[src/logic/smbid_pkg.sv]
`default_nettype none
package smbid_pkg;

  // Register offsets in the SMBus byte space
  localparam logic [7:0] OFS_ID = 8'h05;
  localparam logic [7:0] OFS_DEV = 8'h06;
  localparam logic [7:0] OFS_COUNT = 8'h07;
  localparam logic [7:0] OFS_SPARE = 8'h08;

  // Reset values and fixed fields
  localparam logic [4:0] COUNT_RST = 5'h08;
  localparam logic [2:0] COUNT_PAD = 3'h0;
  localparam logic [7:0] ZERO_BYTE = 8'h00;
  localparam logic [6:0] BUS_ADDR = 7'h3B; // Arbitrary value

  // Bit counter limits
  localparam logic [3:0] BITS_BYTE = 4'h8;
  localparam logic [3:0] BIT_FIRST = 4'h1;
  localparam logic [3:0] BIT_NONE = 4'h0;

  // Synchronised view of the two bus lines
  typedef struct packed {
    logic scl;
    logic sda;
  } smbid_line_s;

  // Bus engine states
  typedef enum logic [2:0] {
    ST_IDLE = 3'b000,
    ST_RX = 3'b001,
    ST_ACK = 3'b010,
    ST_TX = 3'b011,
    ST_HACK = 3'b100
  } smbid_state_e;

  // Which byte of a write phase is being received
  typedef enum logic [1:0] {
    PH_ADDR = 2'b00,
    PH_CMD = 2'b01,
    PH_DATA = 2'b10
  } smbid_phase_e;

endpackage
`default_nettype wire

[src/logic/smbid_regs.sv]
// Contract
// - Upper ID nibble is read-only revision code
// - Lower ID nibble is fixed vendor code
// - Next byte is read-only eight-bit device code
// - Byte count holds five writable bits
// - Count resets to eight; range zero to thirty-one
// - Byte after count reads all zero
// - Block read sends count, then bytes from offset
`timescale 1ns/1ps
`default_nettype none
module smbid_regs
  import smbid_pkg::*;
#(
  parameter logic [6:0] SLAVE_ADDR = BUS_ADDR,
  parameter logic [3:0] REV_CODE = 4'h3,     // Arbitrary value
  parameter logic [3:0] VENDOR_CODE = 4'h5,  // Arbitrary value
  parameter logic [7:0] DEVICE_CODE = 8'h5A  // Arbitrary value
) (
  // Clock and reset
  input wire logic ref_clk_i,
  input wire logic rst_i,
  // SMBus pins, sda open drain
  input wire logic scl_i,
  input wire logic sda_i,
  output logic sda_o,
  output logic sda_oe_o,
  // Configured block read length
  output logic [4:0] read_count_o
);

  smbid_line_s meta_ff, sync_ff, prev_ff;
  smbid_state_e st_ff, nxt_st;
  smbid_phase_e phase_ff, nxt_phase;
  logic [3:0] cnt_ff, nxt_cnt;
  logic [7:0] shift_ff, nxt_shift;
  logic [7:0] ptr_ff, nxt_ptr;
  logic [4:0] count_ff, nxt_count;
  logic rd_ff, nxt_rd;
  logic first_ff, nxt_first;
  logic hack_ff, nxt_hack;
  logic sda_ff, nxt_sda;
  logic oe_ff, nxt_oe;
  logic scl_rise, scl_fall, start_c, stop_c;
  logic tx_load, cnt_wr;
  logic [7:0] load_val, reg_val;

  // Two-flop synchronisers plus one history stage for edges
  always_ff @(posedge ref_clk_i or posedge rst_i) begin
    if (rst_i) begin
      meta_ff <= '1;
      sync_ff <= '1;
      prev_ff <= '1;
    end else begin
      meta_ff <= '{scl: scl_i, sda: sda_i};
      sync_ff <= meta_ff;
      prev_ff <= sync_ff;
    end
  end

  // Line events
  assign scl_rise = sync_ff.scl && !prev_ff.scl;
  assign scl_fall = !sync_ff.scl && prev_ff.scl;
  assign start_c = sync_ff.scl && prev_ff.scl && prev_ff.sda && !sync_ff.sda;
  assign stop_c = sync_ff.scl && prev_ff.scl && !prev_ff.sda && sync_ff.sda;

  // Read view of the register bytes
  always_comb begin
    unique case (ptr_ff)
      OFS_ID: reg_val = {REV_CODE, VENDOR_CODE};
      OFS_DEV: reg_val = DEVICE_CODE;
      OFS_COUNT: reg_val = {COUNT_PAD, count_ff};
      OFS_SPARE: reg_val = ZERO_BYTE;
      default: reg_val = ZERO_BYTE;
    endcase
  end

  // First byte of a block read is the count, then the addressed bytes
  assign load_val = first_ff ? {COUNT_PAD, count_ff} : reg_val;

  // Bus engine next state
  always_comb begin
    nxt_st = st_ff;
    nxt_phase = phase_ff;
    nxt_cnt = cnt_ff;
    nxt_shift = shift_ff;
    nxt_ptr = ptr_ff;
    nxt_count = count_ff;
    nxt_rd = rd_ff;
    nxt_first = first_ff;
    nxt_hack = hack_ff;
    nxt_sda = sda_ff;
    nxt_oe = oe_ff;
    tx_load = 1'b0;
    cnt_wr = 1'b0;
    if (start_c) begin
      // Start or repeated start always restarts address reception
      nxt_st = ST_RX;
      nxt_phase = PH_ADDR;
      nxt_cnt = BIT_NONE;
      nxt_oe = 1'b0;
      nxt_sda = 1'b1;
    end else if (stop_c) begin
      nxt_st = ST_IDLE;
      nxt_oe = 1'b0;
      nxt_sda = 1'b1;
    end else begin
      unique case (st_ff)
        ST_IDLE: begin
          nxt_oe = 1'b0;
        end
        ST_RX: begin
          if (scl_rise && cnt_ff != BITS_BYTE) begin
            nxt_shift = {shift_ff[6:0], sync_ff.sda};
            nxt_cnt = cnt_ff + BIT_FIRST;
          end else if (scl_fall && cnt_ff == BITS_BYTE) begin
            nxt_cnt = BIT_NONE;
            nxt_st = ST_ACK;
            nxt_sda = 1'b0;
            nxt_oe = 1'b1;
            unique case (phase_ff)
              PH_ADDR: begin
                nxt_rd = shift_ff[0];
                nxt_first = 1'b1;
                if (shift_ff[7:1] != SLAVE_ADDR) begin
                  nxt_st = ST_IDLE;
                  nxt_sda = 1'b1;
                  nxt_oe = 1'b0;
                end
              end
              PH_CMD: nxt_ptr = shift_ff;
              default: begin
                // Only the count byte takes writes; ID bytes stay fixed
                if (ptr_ff == OFS_COUNT) begin
                  cnt_wr = 1'b1;
                  nxt_count = shift_ff[4:0];
                end
                nxt_ptr = ptr_ff + 8'h01;
              end
            endcase
          end
        end
        ST_ACK: begin
          if (scl_fall) begin
            if (phase_ff == PH_ADDR && rd_ff) begin
              tx_load = 1'b1;
            end else begin
              nxt_oe = 1'b0;
              nxt_sda = 1'b1;
              nxt_st = ST_RX;
              nxt_phase = (phase_ff == PH_ADDR) ? PH_CMD : PH_DATA;
            end
          end
        end
        ST_TX: begin
          if (scl_fall) begin
            if (cnt_ff == BITS_BYTE) begin
              nxt_oe = 1'b0;
              nxt_sda = 1'b1;
              nxt_st = ST_HACK;
            end else begin
              nxt_sda = shift_ff[7];
              nxt_oe = !shift_ff[7];
              nxt_shift = {shift_ff[6:0], 1'b0};
              nxt_cnt = cnt_ff + BIT_FIRST;
            end
          end
        end
        ST_HACK: begin
          if (scl_rise) begin
            nxt_hack = sync_ff.sda;
          end else if (scl_fall) begin
            if (hack_ff) begin
              nxt_st = ST_IDLE;
            end else begin
              tx_load = 1'b1;
            end
          end
        end
        default: nxt_st = ST_IDLE;
      endcase
      // Put the next read byte's top bit on the line
      if (tx_load) begin
        nxt_st = ST_TX;
        nxt_sda = load_val[7];
        nxt_oe = !load_val[7];
        nxt_shift = {load_val[6:0], 1'b0};
        nxt_cnt = BIT_FIRST;
        nxt_first = 1'b0;
        if (!first_ff) begin
          nxt_ptr = ptr_ff + 8'h01;
        end
      end
    end
  end

  // Bus engine registers
  always_ff @(posedge ref_clk_i or posedge rst_i) begin
    if (rst_i) begin
      st_ff <= ST_IDLE;
      phase_ff <= PH_ADDR;
      cnt_ff <= BIT_NONE;
      shift_ff <= ZERO_BYTE;
      ptr_ff <= ZERO_BYTE;
      count_ff <= COUNT_RST;
      rd_ff <= 1'b0;
      first_ff <= 1'b0;
      hack_ff <= 1'b1;
      sda_ff <= 1'b1;
      oe_ff <= 1'b0;
    end else begin
      st_ff <= nxt_st;
      phase_ff <= nxt_phase;
      cnt_ff <= nxt_cnt;
      shift_ff <= nxt_shift;
      ptr_ff <= nxt_ptr;
      count_ff <= nxt_count;
      rd_ff <= nxt_rd;
      first_ff <= nxt_first;
      hack_ff <= nxt_hack;
      sda_ff <= nxt_sda;
      oe_ff <= nxt_oe;
    end
  end

  // Outputs straight from flops
  assign sda_o = sda_ff;
  assign sda_oe_o = oe_ff;
  assign read_count_o = count_ff;

  // Helper: set once the count byte has ever been written
  logic wrote_ff;
  always_ff @(posedge ref_clk_i or posedge rst_i) begin
    if (rst_i) begin
      wrote_ff <= 1'b0;
    end else begin
      wrote_ff <= wrote_ff || cnt_wr;
    end
  end

  property p_rev_code;
    @(posedge ref_clk_i) disable iff (rst_i)
      tx_load && !first_ff && ptr_ff == OFS_ID |=> {sda_o, shift_ff[7:5]} == REV_CODE;
  endproperty
  a_rev_code: assert property (p_rev_code) else $error("revision nibble wrong");

  property p_vendor_code;
    @(posedge ref_clk_i) disable iff (rst_i)
      tx_load && !first_ff && ptr_ff == OFS_ID |=> shift_ff[4:1] == VENDOR_CODE;
  endproperty
  a_vendor_code: assert property (p_vendor_code) else $error("vendor nibble wrong");

  property p_dev_code;
    @(posedge ref_clk_i) disable iff (rst_i)
      tx_load && !first_ff && ptr_ff == OFS_DEV |=> {sda_o, shift_ff[7:1]} == DEVICE_CODE;
  endproperty
  a_dev_code: assert property (p_dev_code) else $error("device code wrong");

  property p_count_write;
    @(posedge ref_clk_i) disable iff (rst_i)
      st_ff == ST_RX && phase_ff == PH_DATA && ptr_ff == OFS_COUNT && scl_fall
      && cnt_ff == BITS_BYTE |=> read_count_o == $past(shift_ff[4:0]) ##1 st_ff == ST_ACK;
  endproperty
  a_count_write: assert property (p_count_write) else $error("count not written");

  property p_count_reset;
    @(posedge ref_clk_i) disable iff (rst_i)
      !wrote_ff |-> read_count_o == COUNT_RST;
  endproperty
  a_count_reset: assert property (p_count_reset) else $error("count default lost");

  property p_spare_zero;
    @(posedge ref_clk_i) disable iff (rst_i)
      tx_load && !first_ff && ptr_ff == OFS_SPARE |=> !sda_oe_o == 1'b0 && shift_ff == ZERO_BYTE;
  endproperty
  a_spare_zero: assert property (p_spare_zero) else $error("spare byte not zero");

  property p_count_pad;
    @(posedge ref_clk_i) disable iff (rst_i)
      tx_load && !first_ff && ptr_ff == OFS_COUNT |=> sda_oe_o && shift_ff[7:6] == 2'b00;
  endproperty
  a_count_pad: assert property (p_count_pad) else $error("count pad not zero");

  property p_count_first;
    @(posedge ref_clk_i) disable iff (rst_i) tx_load && first_ff |=>
      sda_oe_o && !first_ff && shift_ff[5:1] == count_ff && $stable(ptr_ff);
  endproperty
  a_count_first: assert property (p_count_first) else $error("count not sent first");

  // Main scenarios
  c_block_read: cover property (@(posedge ref_clk_i) disable iff (rst_i) tx_load && first_ff);
  c_count_write: cover property (@(posedge ref_clk_i) disable iff (rst_i) cnt_wr);
  c_host_nack: cover property (@(posedge ref_clk_i) disable iff (rst_i)
    st_ff == ST_HACK && scl_fall && hack_ff);

endmodule
`default_nettype wire

[config.mk]
export PLATFORM = sky130hd
export DESIGN_NAME = smbid_regs
export DESIGN_NICKNAME = d
export VERILOG_FILES = /design/src/logic/smbid_pkg.sv /design/src/logic/smbid_regs.sv
export SDC_FILE = /design/constraint.sdc
export NUM_CORES = 1
export LEC_CHECK = 0
export BUFFER_PORTS_ARGS = -buffer_cell sky130_fd_sc_hd__buf_4
export CORE_UTILIZATION = 30
export DETAILED_ROUTE_END_ITERATION = 8
export PLACE_DENSITY_LB_ADDON = 0.1
export SLEW_MARGIN = 25
export SYNTH_ARGS = -nofsm -noshare
export SYNTH_HDL_FRONTEND = slang
export SYNTH_SLANG_ARGS = --single-unit
[constraint.sdc]
create_clock -name ref_clk_i -period 5.82 [get_ports ref_clk_i]
set_input_delay 1.164 -clock ref_clk_i [delete_from_list [all_inputs] [get_ports ref_clk_i]]
set_output_delay 1.164 -clock ref_clk_i [all_outputs]
set_load 0.02 [all_outputs]
==> reports/results.txt <==
The floorplan step defined a die boundary enclosing 8459 um^2. The run gives 0.29 ns as the clock latency on the worst-skew pair. The synthesized design contains 41 register bits.

The number of antenna diodes in the final layout is 0. Along the worst path, the maximum fanout reaches 16. The number of vias after detailed routing is 1,900. The layout net count was 261.

Layer with the highest usage after global routing: met1. Of the available clock period, the critical path in the final layout requires 44.41%. Delay of the slowest cell on the worst path: 0.65 ns. The die span in y was 91.98 um. The number of buffers and inverters on the critical path is 0. Multiplexer cells account for 6.285% of the synthesized area. The average via count per standard cell was 5.352. Synthesis instantiated 60 different standard cells from the library. The per-cell routed wire length was 16.01 um; the detailed-router iteration count before antenna repair was 4.

The share of flip-flops with an asynchronous set or reset after synthesis came out at 100.0%. The run gives 0 as the count of final hold-check violations. The final layout contains routed wiring with a total length of 5684 um. Share of post-route cells with drive strength above 1: 21.74%. The tree is rooted in a sky130_fd_sc_hd__clkbuf_8. The TritonCTS buffer count was 5. In this run the deepest clock path goes through 2 buffers. For the worst setup path, the data arrival time is 2.77 ns. Summing the areas of all and, or, nand and nor instances in the mapped netlist gives 22.21% of the synthesized area. STA classifies the critical path startpoint as a flop. Synthesis produced 246 cells. The run gives 2.653% as the met3 routing resource usage after global routing. The total I/O pin count came out at 11.

The synthesized netlist devotes 21.43% of its cell area to compound gates. In this run the tightest slew margin relative to its limit is 42.64%. The worst setup path is of the flop to flop kind.

Worst clock skew: 0.006168 ns. For the pin with the worst max-slew slack, the measured transition is 0.8533 ns. Sequential cells were found to cover 42.71% of the synthesized design area. The finished cells cover 2704 um^2. The data required time of the critical path was 6.00 ns. The main combinational cell family by area after synthesis was simple AND/OR/NAND/NOR gates.

In this run the tool buffered the top-level ports with 10 buffer cells. The total grt overflow came out at 0. The clock period could shrink to 2.585 ns.

In this run the post-CTS setup repair buffer count came out at 0. For the number of resized instances in the post-cts repair step, the log shows 0. During synthesis, Yosys emitted a total of 0 warnings.

The average instance in the mapped netlist occupies 9.872 um^2. Summing the areas of all fa, ha and maj instances in the mapped netlist gives 2.576% of the synthesized area. Setup violations remaining at the end of the flow were counted as 0.

The kind of cell with the highest combined delay on the critical path is compound AO/OA/AOI/OAI gates. The detail route stage leaves a number of antenna-violating nets equal to 0. The floorplan step set the die width to 91.98 um.

Setup repair after global routing left no endpoint under its margin. The number of enable flip-flop cells after synthesis came out at 0. The clock tree synthesis step divided the H-tree into 2 levels.

The wire-length estimate of the detail-placed layout is 3902 um. For this design, the slowest cell found on the critical path is sky130_fd_sc_hd__dfstp_2. The first global-routing pass estimated 9853 um of wire.

The predominant post-synthesis flop cell is sky130_fd_sc_hd__dfrtp_1. In the routed design, unresolved DRC markers number 0. Synthesis produced a netlist with a net count of 255. The worst setup path is captured at a flop. Entering global routing, the biggest net connects 42 pins. The xor and xnor area share after synthesis was 0.3606%; the fmax was 386.9 MHz. The run gives 0 ns as the setup TNS.

After the first detailed-routing iteration, the DRC count stood at 63. Global routing consumed, on the met2 layer, 21.27% of the routing resources. The clock-pin transition on the worst setup and hold timing paths was 0.09 ns; the initial antenna violation count was 0.

In this run the static leakage power is 1.142 nW. The tool flagged a number of max-cap violations equal to 0. Buffers inserted to repair hold after CTS numbered 0. TritonCTS built the clock tree. Traced cell by cell, the critical path runs through and4bb_2 > a22oi_2 > o21ai_0 > nand2_2 > mux2_2.

For the clock sink total, the log shows 41. After synthesis the cells add up to 2429 um^2. In this run the worst hold path is classified as flop to flop. The power density relative to cell area was 268.9 nW/um^2. For the maximum VDD drop, the log shows 159.1 uV. For the number of global-route vias before repair, the log shows 1,848.

The initialized floorplan defines 32 standard-cell rows. The relative area change from synthesis to final layout is 11.33%. In the global route stage, overall resource usage came out at 14.87%.

Met1 track demand over resource in global routing: 22.33%. For the area of the core region, the log shows 7767 um^2. For the max-slew violation count, the log shows 0.

The flow ran to the end, and the final reports show no timing, DRC or antenna violations. After detailed placement, the total cell area comes to 2584 um^2. For this configuration, the core starts out at a cell density of 31.27%.

Routability-driven placement finished with a final weighted congestion of 0.7887.
-- layout by cell type (no fill, tap or decap), types with 8 or more instances in the layout --
cell                       Yosys  layout
sky130_fd_sc_hd__and3_1        9       9
sky130_fd_sc_hd__dfrtp_1      32      32
sky130_fd_sc_hd__mux2_2       10      10
sky130_fd_sc_hd__inv_1        14      13
sky130_fd_sc_hd__nand2_1      13      13
sky130_fd_sc_hd__o21ai_0      11      11
sky130_fd_sc_hd__nor2_1       11      11
sky130_fd_sc_hd__nand2b_1      8       8
sky130_fd_sc_hd__dfstp_2       9       9
sky130_fd_sc_hd__a21oi_1      16      16
sky130_fd_sc_hd__buf_4         0      11
-- registers in the layout (all words and copies together) (netlist names) --
register	cells
cnt_ff	4
first_ff	1
hack_ff	1
meta_ff	2
phase_ff	2
prev_ff	2
ptr_ff	8
rd_ff	1
read_count_o	5
sda_o	1
sda_oe_o	1
shift_ff	8
st_ff	3
sync_ff	2
-- power by group --
| part | internal, mW | switching [mW] | leakage [nW] | total [mW] |
|---|---|---|---|---|
| clock network | 0.140 | 0.108 | 0.0574 | 0.248 |
| logic | 0.0525 | 0.0555 | 0.557 | 0.108 |
| registers | 0.320 | 0.0510 | 0.527 | 0.371 |
-- synth_stat cells (2+ instances only) --
library cell	n	area, um^2
sky130_fd_sc_hd__ha_1	5	62.56
sky130_fd_sc_hd__and3b_1	2	17.52
sky130_fd_sc_hd__nand2_1	13	48.80
sky130_fd_sc_hd__o31ai_1	4	30.03
sky130_fd_sc_hd__o21ai_1	3	15.01
sky130_fd_sc_hd__nor4b_2	2	30.03
sky130_fd_sc_hd__a31o_2	2	17.52
sky130_fd_sc_hd__nor2_1	11	41.29
sky130_fd_sc_hd__a21oi_1	16	80.08
sky130_fd_sc_hd__o21ai_0	11	55.05
sky130_fd_sc_hd__nand3b_1	5	37.54
sky130_fd_sc_hd__a21o_1	2	15.01
sky130_fd_sc_hd__nand3_1	3	15.01
sky130_fd_sc_hd__o41ai_1	2	17.52
sky130_fd_sc_hd__dfrtp_1	32	800.8
sky130_fd_sc_hd__nor3_1	5	25.02
sky130_fd_sc_hd__nand4b_1	2	17.52
sky130_fd_sc_hd__buf_2	8	40.04
sky130_fd_sc_hd__dfstp_2	9	236.5
sky130_fd_sc_hd__a221oi_1	2	17.52
sky130_fd_sc_hd__nor2b_1	6	37.54
sky130_fd_sc_hd__mux2_2	10	112.6
sky130_fd_sc_hd__a31oi_1	2	12.51
sky130_fd_sc_hd__and4_1	2	17.52
sky130_fd_sc_hd__nor3b_1	4	30.03
sky130_fd_sc_hd__and3_1	9	56.30
sky130_fd_sc_hd__inv_1	14	52.55
sky130_fd_sc_hd__or2_2	2	12.51
sky130_fd_sc_hd__a22oi_2	2	25.02
sky130_fd_sc_hd__clkbuf_1	4	15.01
sky130_fd_sc_hd__o22ai_1	7	43.79
sky130_fd_sc_hd__mux2i_1	4	40.04
sky130_fd_sc_hd__a221o_1	4	40.04
sky130_fd_sc_hd__a211oi_1	2	15.01
sky130_fd_sc_hd__or3_1	3	18.77
sky130_fd_sc_hd__nand2b_1	8	50.05
-- final cells by class --
type	count	area [um^2]
clock inverters	2	37.54
repair buffers	11	82.58
flip-flops and latches	41	1037
fillers	816	5064
multi-input cells	179	1284
inverters	14	52.55
clock buffers	6	82.58
well taps	102	127.6
-- worst paths after layout --
check / from / end / slack, ns / cells after the start
max in group asynchronous: rst_i / read_count_o[3] / 4.44 / 3
min in group asynchronous: rst_i / st_ff[1] / 1.00 / 3
min: meta_ff[1] / sync_ff[1] / 0.36 / 0
min reg2reg: meta_ff[1] / sync_ff[1] / 0.36 / 0
max reg2reg: sync_ff[1] / shift_ff[0] / 3.24 / 5
max: sync_ff[1] / shift_ff[0] / 3.24 / 5
-- cell families after synthesis --
logic type               after synthesis
buffers and inverters                 26
AND/OR/NAND/NOR                       86
multiplexers                          14
flip-flops                            41
adder cells (fa/ha/maj)                5
AO/OA/AOI/OAI                         73
XOR/XNOR                               1
-- metrics by stage --
| stage | total power, mW | worst slack, ns | utilization (%) | hold WS (ns) | cells |
|---|---|---|---|---|---|
| 6_report | 0.7270 | 3.235 | 34.81 | 0.3606 | 355 |
| 3_3_place_gp | 0.4891 | 3.243 | 33.26 | 0.3465 | 347 |
| 3_5_place_dp | 0.4859 | 3.207 | 33.26 | 0.3478 | 347 |
| 4_1_cts | 0.7378 | 3.200 | 34.81 | 0.3610 | 355 |
| 2_1_floorplan | 0.4412 | 3.707 | - | 0.3452 | 246 |
| 5_1_grt | 0.7725 | 3.003 | 34.81 | 0.3704 | 355 |
-- routing by layer --
metal / vias to the layer above / routed length (um) / part of all wire [%]
li1: 931 / - / -
met1: 931 / 3034 / 53
met2: 32 / 2457 / 43
met3: 6 / 131 / 2.3
met4: 0 / 60 / 1.1
met5: - / 0 / 0
Note: power is estimated with default switching activity, not from simulation.
